## config.mk

```make
export PLATFORM = sky130hd
export DESIGN_NAME = ex21_channel
export DESIGN_NICKNAME = d
export VERILOG_FILES = /design/src/design/ex21_pkg.sv /design/src/design/ex21_skid_buf.sv /design/src/design/ex21_channel.sv
export SDC_FILE = /design/constraint.sdc
export NUM_CORES = 1
export LEC_CHECK = 0
export ABC_AREA = 1
export BUFFER_PORTS_ARGS = -buffer_cell sky130_fd_sc_hd__buf_2
export CAP_MARGIN = 25
export CORE_MARGIN = 2
export CORE_UTILIZATION = 50
export DETAILED_ROUTE_END_ITERATION = 10
export PLACE_DENSITY = 0.76
export SKIP_LAST_GASP = 1
export SLEW_MARGIN = 30
export SYNTH_ARGS = -nofsm -noshare
export SYNTH_HDL_FRONTEND = slang
export SYNTH_SLANG_ARGS = --single-unit
```

## constraint.sdc

```tcl
create_clock -name clk_i -period 2.25 [get_ports clk_i]
set_clock_uncertainty 0.1 [all_clocks]
set_input_delay 0.45 -clock clk_i [delete_from_list [all_inputs] [get_ports clk_i]]
set_output_delay 0.45 -clock clk_i [all_outputs]
set_load 0.03 [all_outputs]
```

## src/design/ex21_pkg.sv

```systemverilog
// What this block does
// - Command feature off: bytes sent unaltered
// - Empty transmit FIFO: send SYN 16 hex
// - Byte 80 hex starts four-byte command
// - Byte two sets request-to-send level
// - Byte three is pattern, no parity
// - Byte four counts repeats; zero repeats until new host data
// - Zero count sends pattern at least thrice
// - Receive sync character programmable, default 16
// - Single or double SYN synchronisation select
// - Pass all characters; flag sync detection
// - Sync event after first or second SYN
// - No stripping unless steady-state detect enabled
package ex21_pkg;
  // Transmit idle fill character
  localparam logic [7:0] EX21_IDLE_SYN = 8'h16;
  // In-band command lead-in byte
  localparam logic [7:0] EX21_CMD_LEAD = 8'h80;
  // Request-to-send argument codes
  localparam logic [7:0] EX21_RTS_OFF = 8'h00;
  localparam logic [7:0] EX21_RTS_ON = 8'h01;
  // Default receive sync character after init
  localparam logic [7:0] EX21_SYNC_RESET = 8'h16;
  // Minimum copies for an open-ended pattern
  localparam logic [7:0] EX21_MIN_REPEAT = 8'h03;
  // Bits per character on the line
  localparam int EX21_CHAR_BITS = 8;

  // Transmit parser states, Gray coded along the command path
  typedef enum logic [2:0] {
    EX21_TX_DATA = 3'b000,
    EX21_TX_ARG_RTS = 3'b001,
    EX21_TX_ARG_PAT = 3'b011,
    EX21_TX_ARG_CNT = 3'b010,
    EX21_TX_PATTERN = 3'b110
  } ex21_tx_state_type;
endpackage : ex21_pkg

```

## src/design/ex21_skid_buf.sv

```systemverilog
`timescale 1ns/10ps
// Two-entry buffer with valid/ready on both sides
module ex21_skid_buf #(
  parameter int WIDTH = 8
) (
  input wire logic clk_i,
  input wire logic rst_b_i,
  input wire logic in_valid_i,
  output logic in_ready_o,
  input wire logic [WIDTH-1:0] in_data_i,
  output logic out_valid_o,
  input wire logic out_ready_i,
  output logic [WIDTH-1:0] out_data_o
);
  logic [WIDTH-1:0] slot0; // Head entry, feeds the output
  logic [WIDTH-1:0] slot1; // Second entry
  logic [1:0] count; // Entries held
  logic push;
  logic pop;

  // Ready only while a slot is free, so the source really stalls
  assign in_ready_o = (count != 2'd2);
  assign out_valid_o = (count != 2'd0);
  assign out_data_o = slot0;
  assign push = in_valid_i && in_ready_o;
  assign pop = out_valid_o && out_ready_i;

  // Occupancy
  always_ff @(posedge clk_i or negedge rst_b_i) begin
    if (!rst_b_i) begin
      count <= 2'd0;
    end else if (push && !pop) begin
      count <= count + 2'd1;
    end else if (pop && !push) begin
      count <= count - 2'd1;
    end
  end

  // Data slots; head shifts forward on a pop
  always_ff @(posedge clk_i or negedge rst_b_i) begin
    if (!rst_b_i) begin
      slot0 <= '0;
      slot1 <= '0;
    end else begin
      if (pop) begin
        slot0 <= (count == 2'd2) ? slot1 : in_data_i;
      end else if (push && count == 2'd0) begin
        slot0 <= in_data_i;
      end
      if (push && ((count == 2'd1 && !pop) || (count == 2'd2))) begin
        slot1 <= in_data_i;
      end
    end
  end
endmodule : ex21_skid_buf

```

## src/design/ex21_channel.sv

```systemverilog
`timescale 1ns/10ps
// One channel of the extended character-synchronous mode
module ex21_channel
  import ex21_pkg::*;
(
  input wire logic clk_i,
  input wire logic rst_b_i,
  // Configuration bits
  input wire logic inband_tx_command_i, // Command interpretation on
  input wire logic single_sync_select_i, // Sync on one SYN
  input wire logic steady_state_detect_en_i, // Enables strip options
  input wire logic strip_sync_en_i, // Strip SYN after sync
  input wire logic special_char_detect_en_i, // Accepted, no effect here
  input wire logic channel_init_i, // Pulse: channel initialisation
  input wire logic sync_char_we_i, // Pulse: write sync character
  input wire logic [7:0] sync_char_i, // New sync character
  output logic [7:0] sync_char_o, // Current sync character
  // Transmit data from host FIFO
  input wire logic tx_valid_i,
  output logic tx_ready_o,
  input wire logic [7:0] tx_data_i,
  // Transmit character to serialiser
  output logic line_tx_valid_o,
  input wire logic line_tx_ready_i,
  output logic [7:0] line_tx_data_o,
  output logic rts_b_o, // Request-to-send, active low
  // Receive character from deserialiser
  input wire logic line_rx_valid_i,
  input wire logic [7:0] line_rx_data_i,
  // Receive data to host
  output logic rx_valid_o,
  input wire logic rx_ready_i,
  output logic [7:0] rx_data_o,
  output logic rx_overrun_o, // Pulse: char lost, host stalled
  output logic sync_detect_o, // Pulse: synchronisation reached
  output logic in_sync_o // Level: character sync held
);
  ex21_tx_state_type state; // Transmit parser state
  logic [7:0] pat_char; // Pattern character
  logic [7:0] pat_count; // Remaining copies, zero means open
  logic pat_open; // Open-ended repeat
  logic [7:0] pat_sent; // Copies sent, saturating at minimum
  logic [7:0] tx_char; // Character chosen for the line
  logic tx_take_data; // Data byte goes to the line now
  logic line_fire; // Serialiser accepts a character
  logic [7:0] sync_char; // Programmed receive sync value
  logic sync_seen; // First SYN seen in double mode
  logic rx_strip; // Drop this received character
  logic rx_push;
  logic rx_in_ready;

  assign line_fire = line_tx_valid_o && line_tx_ready_i;
  // Serialiser always has something: data, pattern or SYN fill
  assign line_tx_valid_o = 1'b1;

  // Pattern may end early only after minimum copies and new data
  logic pat_done;
  always_comb begin
    pat_done = 1'b0;
    if (pat_open) begin
      pat_done = tx_valid_i && (pat_sent >= EX21_MIN_REPEAT);
    end else begin
      pat_done = (pat_count == 8'h00);
    end
  end

  // Line character selection
  always_comb begin
    tx_take_data = 1'b0;
    tx_char = EX21_IDLE_SYN;
    if (state == EX21_TX_PATTERN && !pat_done) begin
      tx_char = pat_char;
    end else if (state == EX21_TX_DATA && tx_valid_i) begin
      if (!(inband_tx_command_i && tx_data_i == EX21_CMD_LEAD)) begin
        tx_take_data = 1'b1;
        tx_char = tx_data_i;
      end
    end
  end

  // Command bytes are consumed without a line slot; data waits for one
  always_comb begin
    tx_ready_o = 1'b0;
    case (state)
      EX21_TX_DATA: tx_ready_o = tx_take_data ? line_fire : 1'b1;
      EX21_TX_ARG_RTS: tx_ready_o = 1'b1;
      EX21_TX_ARG_PAT: tx_ready_o = 1'b1;
      EX21_TX_ARG_CNT: tx_ready_o = 1'b1;
      EX21_TX_PATTERN: tx_ready_o = 1'b0;
      default: tx_ready_o = 1'b0;
    endcase
  end

  // Transmit parser
  always_ff @(posedge clk_i or negedge rst_b_i) begin
    if (!rst_b_i) begin
      state <= EX21_TX_DATA;
    end else begin
      case (state)
        EX21_TX_DATA: begin
          if (tx_valid_i && inband_tx_command_i && tx_data_i == EX21_CMD_LEAD) begin
            state <= EX21_TX_ARG_RTS;
          end
        end
        EX21_TX_ARG_RTS: if (tx_valid_i) state <= EX21_TX_ARG_PAT;
        EX21_TX_ARG_PAT: if (tx_valid_i) state <= EX21_TX_ARG_CNT;
        EX21_TX_ARG_CNT: if (tx_valid_i) state <= EX21_TX_PATTERN;
        EX21_TX_PATTERN: if (pat_done) state <= EX21_TX_DATA;
        default: state <= EX21_TX_DATA;
      endcase
    end
  end

  // Request-to-send from command byte two; reserved codes leave it alone
  always_ff @(posedge clk_i or negedge rst_b_i) begin
    if (!rst_b_i) begin
      rts_b_o <= 1'b1;
    end else if (state == EX21_TX_ARG_RTS && tx_valid_i) begin
      if (tx_data_i == EX21_RTS_OFF) begin
        rts_b_o <= 1'b1;
      end else if (tx_data_i == EX21_RTS_ON) begin
        rts_b_o <= 1'b0;
      end
    end
  end

  // Pattern character, count and sent tally
  always_ff @(posedge clk_i or negedge rst_b_i) begin
    if (!rst_b_i) begin
      pat_char <= 8'h00;
      pat_count <= 8'h00;
      pat_open <= 1'b0;
      pat_sent <= 8'h00;
    end else begin
      if (state == EX21_TX_ARG_PAT && tx_valid_i) begin
        pat_char <= tx_data_i;
      end
      if (state == EX21_TX_ARG_CNT && tx_valid_i) begin
        pat_count <= tx_data_i;
        pat_open <= (tx_data_i == 8'h00);
        pat_sent <= 8'h00;
      end else if (state == EX21_TX_PATTERN && !pat_done && line_fire) begin
        if (!pat_open) begin
          pat_count <= pat_count - 8'h01;
        end
        if (pat_sent < EX21_MIN_REPEAT) begin
          pat_sent <= pat_sent + 8'h01;
        end
      end
    end
  end

  // Line data register, reloaded whenever the serialiser takes one
  always_ff @(posedge clk_i or negedge rst_b_i) begin
    if (!rst_b_i) begin
      line_tx_data_o <= EX21_IDLE_SYN;
    end else if (line_fire) begin
      line_tx_data_o <= tx_char;
    end
  end

  // Sync character: loaded at init, host may overwrite later
  always_ff @(posedge clk_i or negedge rst_b_i) begin
    if (!rst_b_i) begin
      sync_char <= EX21_SYNC_RESET;
    end else if (channel_init_i) begin
      sync_char <= EX21_SYNC_RESET;
    end else if (sync_char_we_i) begin
      sync_char <= sync_char_i;
    end
  end
  assign sync_char_o = sync_char;

  // Sync hunt: single or two consecutive SYN characters
  always_ff @(posedge clk_i or negedge rst_b_i) begin
    if (!rst_b_i) begin
      sync_seen <= 1'b0;
      in_sync_o <= 1'b0;
      sync_detect_o <= 1'b0;
    end else begin
      sync_detect_o <= 1'b0;
      if (channel_init_i) begin
        sync_seen <= 1'b0;
        in_sync_o <= 1'b0;
      end else if (line_rx_valid_i && !in_sync_o) begin
        if (line_rx_data_i == sync_char) begin
          if (single_sync_select_i || sync_seen) begin
            in_sync_o <= 1'b1;
            sync_detect_o <= 1'b1;
          end
          sync_seen <= 1'b1;
        end else begin
          sync_seen <= 1'b0;
        end
      end
    end
  end

  // Strip SYN only after sync and only with steady-state detect on
  assign rx_strip = steady_state_detect_en_i && strip_sync_en_i && in_sync_o
                    && (line_rx_data_i == sync_char);
  // Everything else passes, before and after sync
  assign rx_push = line_rx_valid_i && !rx_strip;

  // Lost character when host stalls the buffer full
  always_ff @(posedge clk_i or negedge rst_b_i) begin
    if (!rst_b_i) begin
      rx_overrun_o <= 1'b0;
    end else begin
      rx_overrun_o <= rx_push && !rx_in_ready;
    end
  end

  // Receive buffer toward the host
  ex21_skid_buf #(
    .WIDTH(EX21_CHAR_BITS)
  ) u_rx_buf (
    .clk_i(clk_i),
    .rst_b_i(rst_b_i),
    .in_valid_i(rx_push),
    .in_ready_o(rx_in_ready),
    .in_data_i(line_rx_data_i),
    .out_valid_o(rx_valid_o),
    .out_ready_i(rx_ready_i),
    .out_data_o(rx_data_o)
  );
endmodule : ex21_channel

```

* After elaboration in Yosys (flattened, before gate mapping)
Cells that the tools add are included.
Storage, ports and cells: bits in registers 67, input bits 37, logic and storage cells 129
Cells by class: $add $sub $neg 4, $lt $le $gt $ge 2, equal/unequal tests 16, multiplexer cells 41, reduce and logical (&&, ||, !) cells 51
Operators with widths (count):
- $mux 8 | 14
- $logic_and 1x1->1 | 23
- $reduce_bool 2->1 | 10
- $mux 1 | 18
- $logic_not 8->1 | 2
- $mux 3 | 5
- $pmux 3 s5 | 1
- $ne 2x2->1 const B | 5
- $add 8x1->8 const B | 1
- $eq 8x1->1 const B | 1
- $eq 8x8->1 | 1
- $eq 8x8->1 const B | 1
- $ge 8x2->1 const B | 1
- $lt 8x2->1 const B | 1
- $sub 8x1->8 const B | 1
- $eq 3x2->1 const B | 2
- $logic_not 1->1 | 6
- $reduce_and 2->1 | 3
- $reduce_and 5->1 | 1
- $mux 2 | 2
- $ne 2x1->1 const B | 2
- $eq 3x1->1 const B | 1
- $eq 3x3->1 const B | 1
- $logic_not 3->1 | 1
- other kinds (9) | 10

* Depth between registers and ports, before layout
depth after elaboration 10, depth in mapped cells 11

* Cells and area by module
A second synthesis with hierarchy kept.
Unflattened totals: cells, all modules 447, area, all modules 3522.1 um^2
By module, submodules not included:
- ex21_channel | instances 1, cells each 316, area an instance 2557.5 um^2, seq. area each 1234.9 um^2
- ex21_skid_buf | instances 1, cells each 131, area an instance 964.7 um^2, seq. area each 450.4 um^2

* Least setup slack after synthesis
OpenSTA, ideal clock, no wires.
kind flip-flop to flip-flop, from reg sync_char[4], in the netlist sync_char_o[4], to reg u_rx_buf.count[1], arrival 1.665 ns, data required time 2.023 ns, path slack 0.359 ns, stages on the path, launching flop included 10, period minus slack after synthesis 1.891 ns, cell sequence dfstp_2 xnor2_1 nand2_1 nor2_1 nand3_2 nand2_1 nor2_1 ha_1 nand2_1 o21ai_0
On the way: cells in the longest elaborated chain, start to end 8, elaborated cells between the ends (all ways) 10
Ends and longest elaborated chain:
- start, declared | line ex21_channel.sv:46 | logic [7:0] sync_char;
- start signal, assigned | line ex21_channel.sv:169 | sync_char <= sync_char_i;
- $eq 8x8->1 * | line ex21_channel.sv:201 | && (line_rx_data_i == sync_char);
- $logic_and 1x1->1 * | line ex21_channel.sv:201
- $logic_not 1->1 * | line ex21_channel.sv:203 | assign rx_push = line_rx_valid_i && !rx_strip;
- $logic_and 1x1->1 * | line ex21_channel.sv:203
- $logic_and 1x1->1 * | line ex21_skid_buf.sv:25 | assign push = in_valid_i && in_ready_o;
- $logic_not 1->1 | line ex21_skid_buf.sv:34 | end else if (pop && !push) begin
- $logic_and 1x1->1 | line ex21_skid_buf.sv:34
- $reduce_bool 2->1 (no source line)
- end signal, assigned | line ex21_skid_buf.sv:33 | count <= count + 2'd1;
- end signal, assigned | line ex21_skid_buf.sv:35 | count <= count - 2'd1;
- end, declared | line ex21_skid_buf.sv:17 | logic [1:0] count;
Every way passes the cells marked *; elsewhere a longest branch is shown, timed or not. A chain may end at the register's enable or synchronous reset.

* Worst setup path in the final report
from reg state[0], to out tx_ready_o
On the way: cells in the longest elaborated chain, start to end 6, elaborated cells between the ends (all ways) 12
Ends and longest elaborated chain:
- start, declared | line ex21_channel.sv:38 | ex21_tx_state_type state;
- start signal, assigned | line ex21_channel.sv:97 | state <= EX21_TX_DATA;
- start signal, assigned | line ex21_channel.sv:102 | state <= EX21_TX_ARG_RTS;
- start signal, assigned | line ex21_channel.sv:105 | EX21_TX_ARG_RTS: if (tx_valid_i) state <= EX21_TX_ARG_PAT;
- $logic_not 3->1 | line ex21_channel.sv:73, ex21_channel.sv:84
- $logic_and 1x1->1 | line ex21_channel.sv:73 | end else if (state == EX21_TX_DATA && tx_valid_i) begin
- $mux 1 | line ex21_channel.sv:73
- $mux 1 | line ex21_channel.sv:71 | if (state == EX21_TX_PATTERN && !pat_done) begin
- $mux 1 | line ex21_channel.sv:85 | EX21_TX_DATA: tx_ready_o = tx_take_data ? line_fire : 1'b1;
- $pmux 1 s2 * | line ex21_channel.sv:84 | case (state)
- end, declared | line ex21_channel.sv:20 | output logic tx_ready_o,
Marks and branches as above.

==> qor.csv <==
metric;value;unit
status;complete, but fails checks;
violations;negative hold slack;
synth_mux_area_share;1.67;%
wl_per_cell;12.7;microns
fmax;477;MHz
irDropWorstVdd;0.639;mV
setup_viol;0;
relSlewSlack;62.5;%
path_clk_slew;0.07;ns
crit_slowest_cell;dfrtp_1;
ys_seq_elements;67;
arrival;1.55;ns
period_needed;2.10;ns
firstDrtPassIters;4;
finalCritPeriodShare;93.2;%
synthSimpleGateAreaFrac;28.2;%
timing.hold.ws;-0.00301;ns
area_delta_synth_final;20.2;%
grt_util_all_layers;21.8;%
grt_pass1_wl;12600;microns
worstPathRequired;1.70;ns
avgViaCountPerCell;5.09;
p_leak;0.00220;uW
route.detailed.drc;0;
max_slew.worst_pin.slew;0.562;ns
vias;2937;
clkSinkCount;67;
finalHoldViolCount;3;
first_iter_violations;169;
yosysSeqAreaShare;50.0;%
p_total;4800;uW
syn_inst;420;
io_pins;68;
drive_gt1_share;24.2;%
synth.avg_cell_area;8.03;sq um
drv_cap;0;
die_x;86.1;microns
crit_path_end_kind;output pin;
htree_levels;3;
antenna_found_initial;0;
die_h;86.1;microns
critical_path_class;register to output pin;
syn_nets;464;
synth-compound-area-share;7.94;%
power_density;1180;mW/mm^2
drv_slew;0;
ctsLongestPathBuffers;2;
netlist_area;0.00337;sq mm
nNetsFinal;539;
ys_types;31;
initial_core_util;52.5;%
finalWorstSetupSlack;0.153;ns
antenna_left;0;
crit_path_max_fanout;4;
dieArea;0.00742;sq mm
place_ws;0.170;ns
io_buffer_count;65;
rows;29;
cts_buffers;9;
gp_congestion;0.820;
yosys_warnings;0;
dpl.hpwl;5480;microns
root_buffer;clkbuf_8;
synth-xor-area-share;2.08;%
clk_latency;0.34;ns
cts-hold-fix-buffers;0;
hold_class;primary input to async pin;
drt_wl_total;7350;microns
slowest_delay;0.38;ns
grt.overflow.total;0;
grt_max_degree;45;
core_area;0.00642;sq mm
synth_top_family_by_area;simple AND/OR/NAND/NOR gates;
cts_tree;done;
grt_pass1_vias;2811;
cp-start-kind;register;
synthAdderAreaFrac;2.60;%
crit_path_cell_trace;inv_1, nand2_2, nor2_2, nand2_1, inv_2, nand2_2, o21ai_1, inv_1, clkbuf_4;
n_antenna_cell;0;
[critical path: cells and delay by family, from the launching register on]
family | cells | cell delay, ns
buffers and inverters | 4 | 0.38
and+or+nand+nor | 4 | 0.33
DFF | 1 | 0.38
AOI/OAI and AO/OA | 1 | 0.12
[through the flow]
step	TNS, ns	instance area, sq um	instances	util, %
6_report	0	4060	577	63.1
5_1_grt	-0.000435	4060	577	63.1
2_1_floorplan	0	3370	420	-
3_3_place_gp	0	3800	557	59.1
4_1_cts	0	4030	575	62.8
3_5_place_dp	0	3800	557	59.1
[layer usage]
metal	GRT usage [%]	vias up	part of all wire, %
li1	-	1487	-
met1	28.4	1374	46
met2	35.2	69	49
met3	5.58	7	3.9
met4	7.65	0	1.4
met5	0	-	0
[worst paths after layout]
check                                   from           endpoint  slack (ns)  cells after the start
max                                 state[0]         tx_ready_o        0.15                      9
min                                  rst_b_i      sync_detect_o      -0.003                      1
max reg2reg                u_rx_buf.count[0]  u_rx_buf.slot1[5]        0.25                      8
min reg2reg                      pat_char[0]        pat_char[0]        0.39                      2
max in group asynchronous            rst_b_i  line_tx_data_o[4]        1.38                      2
min in group clk_i            channel_init_i          in_sync_o        0.21                      2
[power by group]
group,switching [uW],internal [uW]
Combinational,1220,688
Sequential,231,1590
Clock,456,621
[Yosys cell counts]
master	n	area [sq um]
nand2_1	122	458
dfrtp_1	60	1500
inv_1	50	188
nor2_1	36	135
o21ai_0	36	180
nand3_1	34	170
nand4_1	9	56.3
a21oi_1	7	35.0
dfstp_2	7	184
ha_1	7	87.6
nor3_1	6	30.0
clkbuf_1	5	18.8
mux2_2	5	56.3
xnor2_1	5	43.8
buf_2	4	20.0
a22o_1	3	26.3
inv_2	3	11.3
nand3_2	3	30.0
xor2_1	3	26.3
nand2_4	2	22.5
nor2_2	2	12.5
o21ai_1	2	10.0
buf_4	1	7.51
conb_1	1	3.75
inv_4	1	6.26
nand2_2	1	6.26
nand4_2	1	12.5
nor2_4	1	11.3
o211ai_1	1	7.51
o22a_1	1	8.76
or2_2	1	6.26
[state kept, by name (all words and copies together) (netlist names)]
| signal | cells |
|---|---|
| line_tx_data_o | 8 |
| pat_char | 8 |
| pat_count | 8 |
| pat_sent | 8 |
| sync_char_o | 8 |
| u_rx_buf.out_data_o | 8 |
| u_rx_buf.slot1 | 8 |
| state | 3 |
| u_rx_buf.count | 2 |
| in_sync_o | 1 |
| pat_open | 1 |
| rts_b_o | 1 |
| rx_overrun_o | 1 |
| sync_detect_o | 1 |
| sync_seen | 1 |
[final cells by class]
cell class | instances | area (sq um)
Fill cell | 565 | 2370
Sequential cell | 67 | 1690
Multi-Input combinational cell | 289 | 1440
Timing Repair Buffer | 74 | 408
Inverter | 54 | 205
Clock buffer | 9 | 124
Tap cell | 77 | 96.3
Clock inverter | 7 | 92.6
[what timing repair did]
item,4_1_cts,5_1_grt
pin swaps,0,1
gates resized for setup,1,5
endpoints found under the setup margin,1,1
buffers inserted,2,2
[cell families after synthesis]
group	Yosys count
other cells	1
mux	5
buf+inv	64
xor+xnor	8
flops	67
fa+ha+maj	7
compound gates	50
simple gates	218
[cell usage in the layout, fill, tap and decap left out, types with 2 or more instances in the layout]
cell type and n:
ha_1 7, dfstp_2 7, nand2_1 120, buf_4 8
nand4_1 9, xor2_1 3, bufinv_16 2, clkinv_2 3
nor2_1 35, nand2_4 2, a21oi_1 7, nand3_2 3
nor2_2 3, inv_2 4, nor3_1 6, a22o_1 3
nand3_1 34, dfrtp_1 60, nand2_2 3, buf_2 64
clkbuf_8 9, xnor2_1 5, clkinv_4 2, inv_1 49
mux2_2 5, o21ai_0 35, o21ai_1 3
No activity file was read; power rests on OpenSTA's default activity.
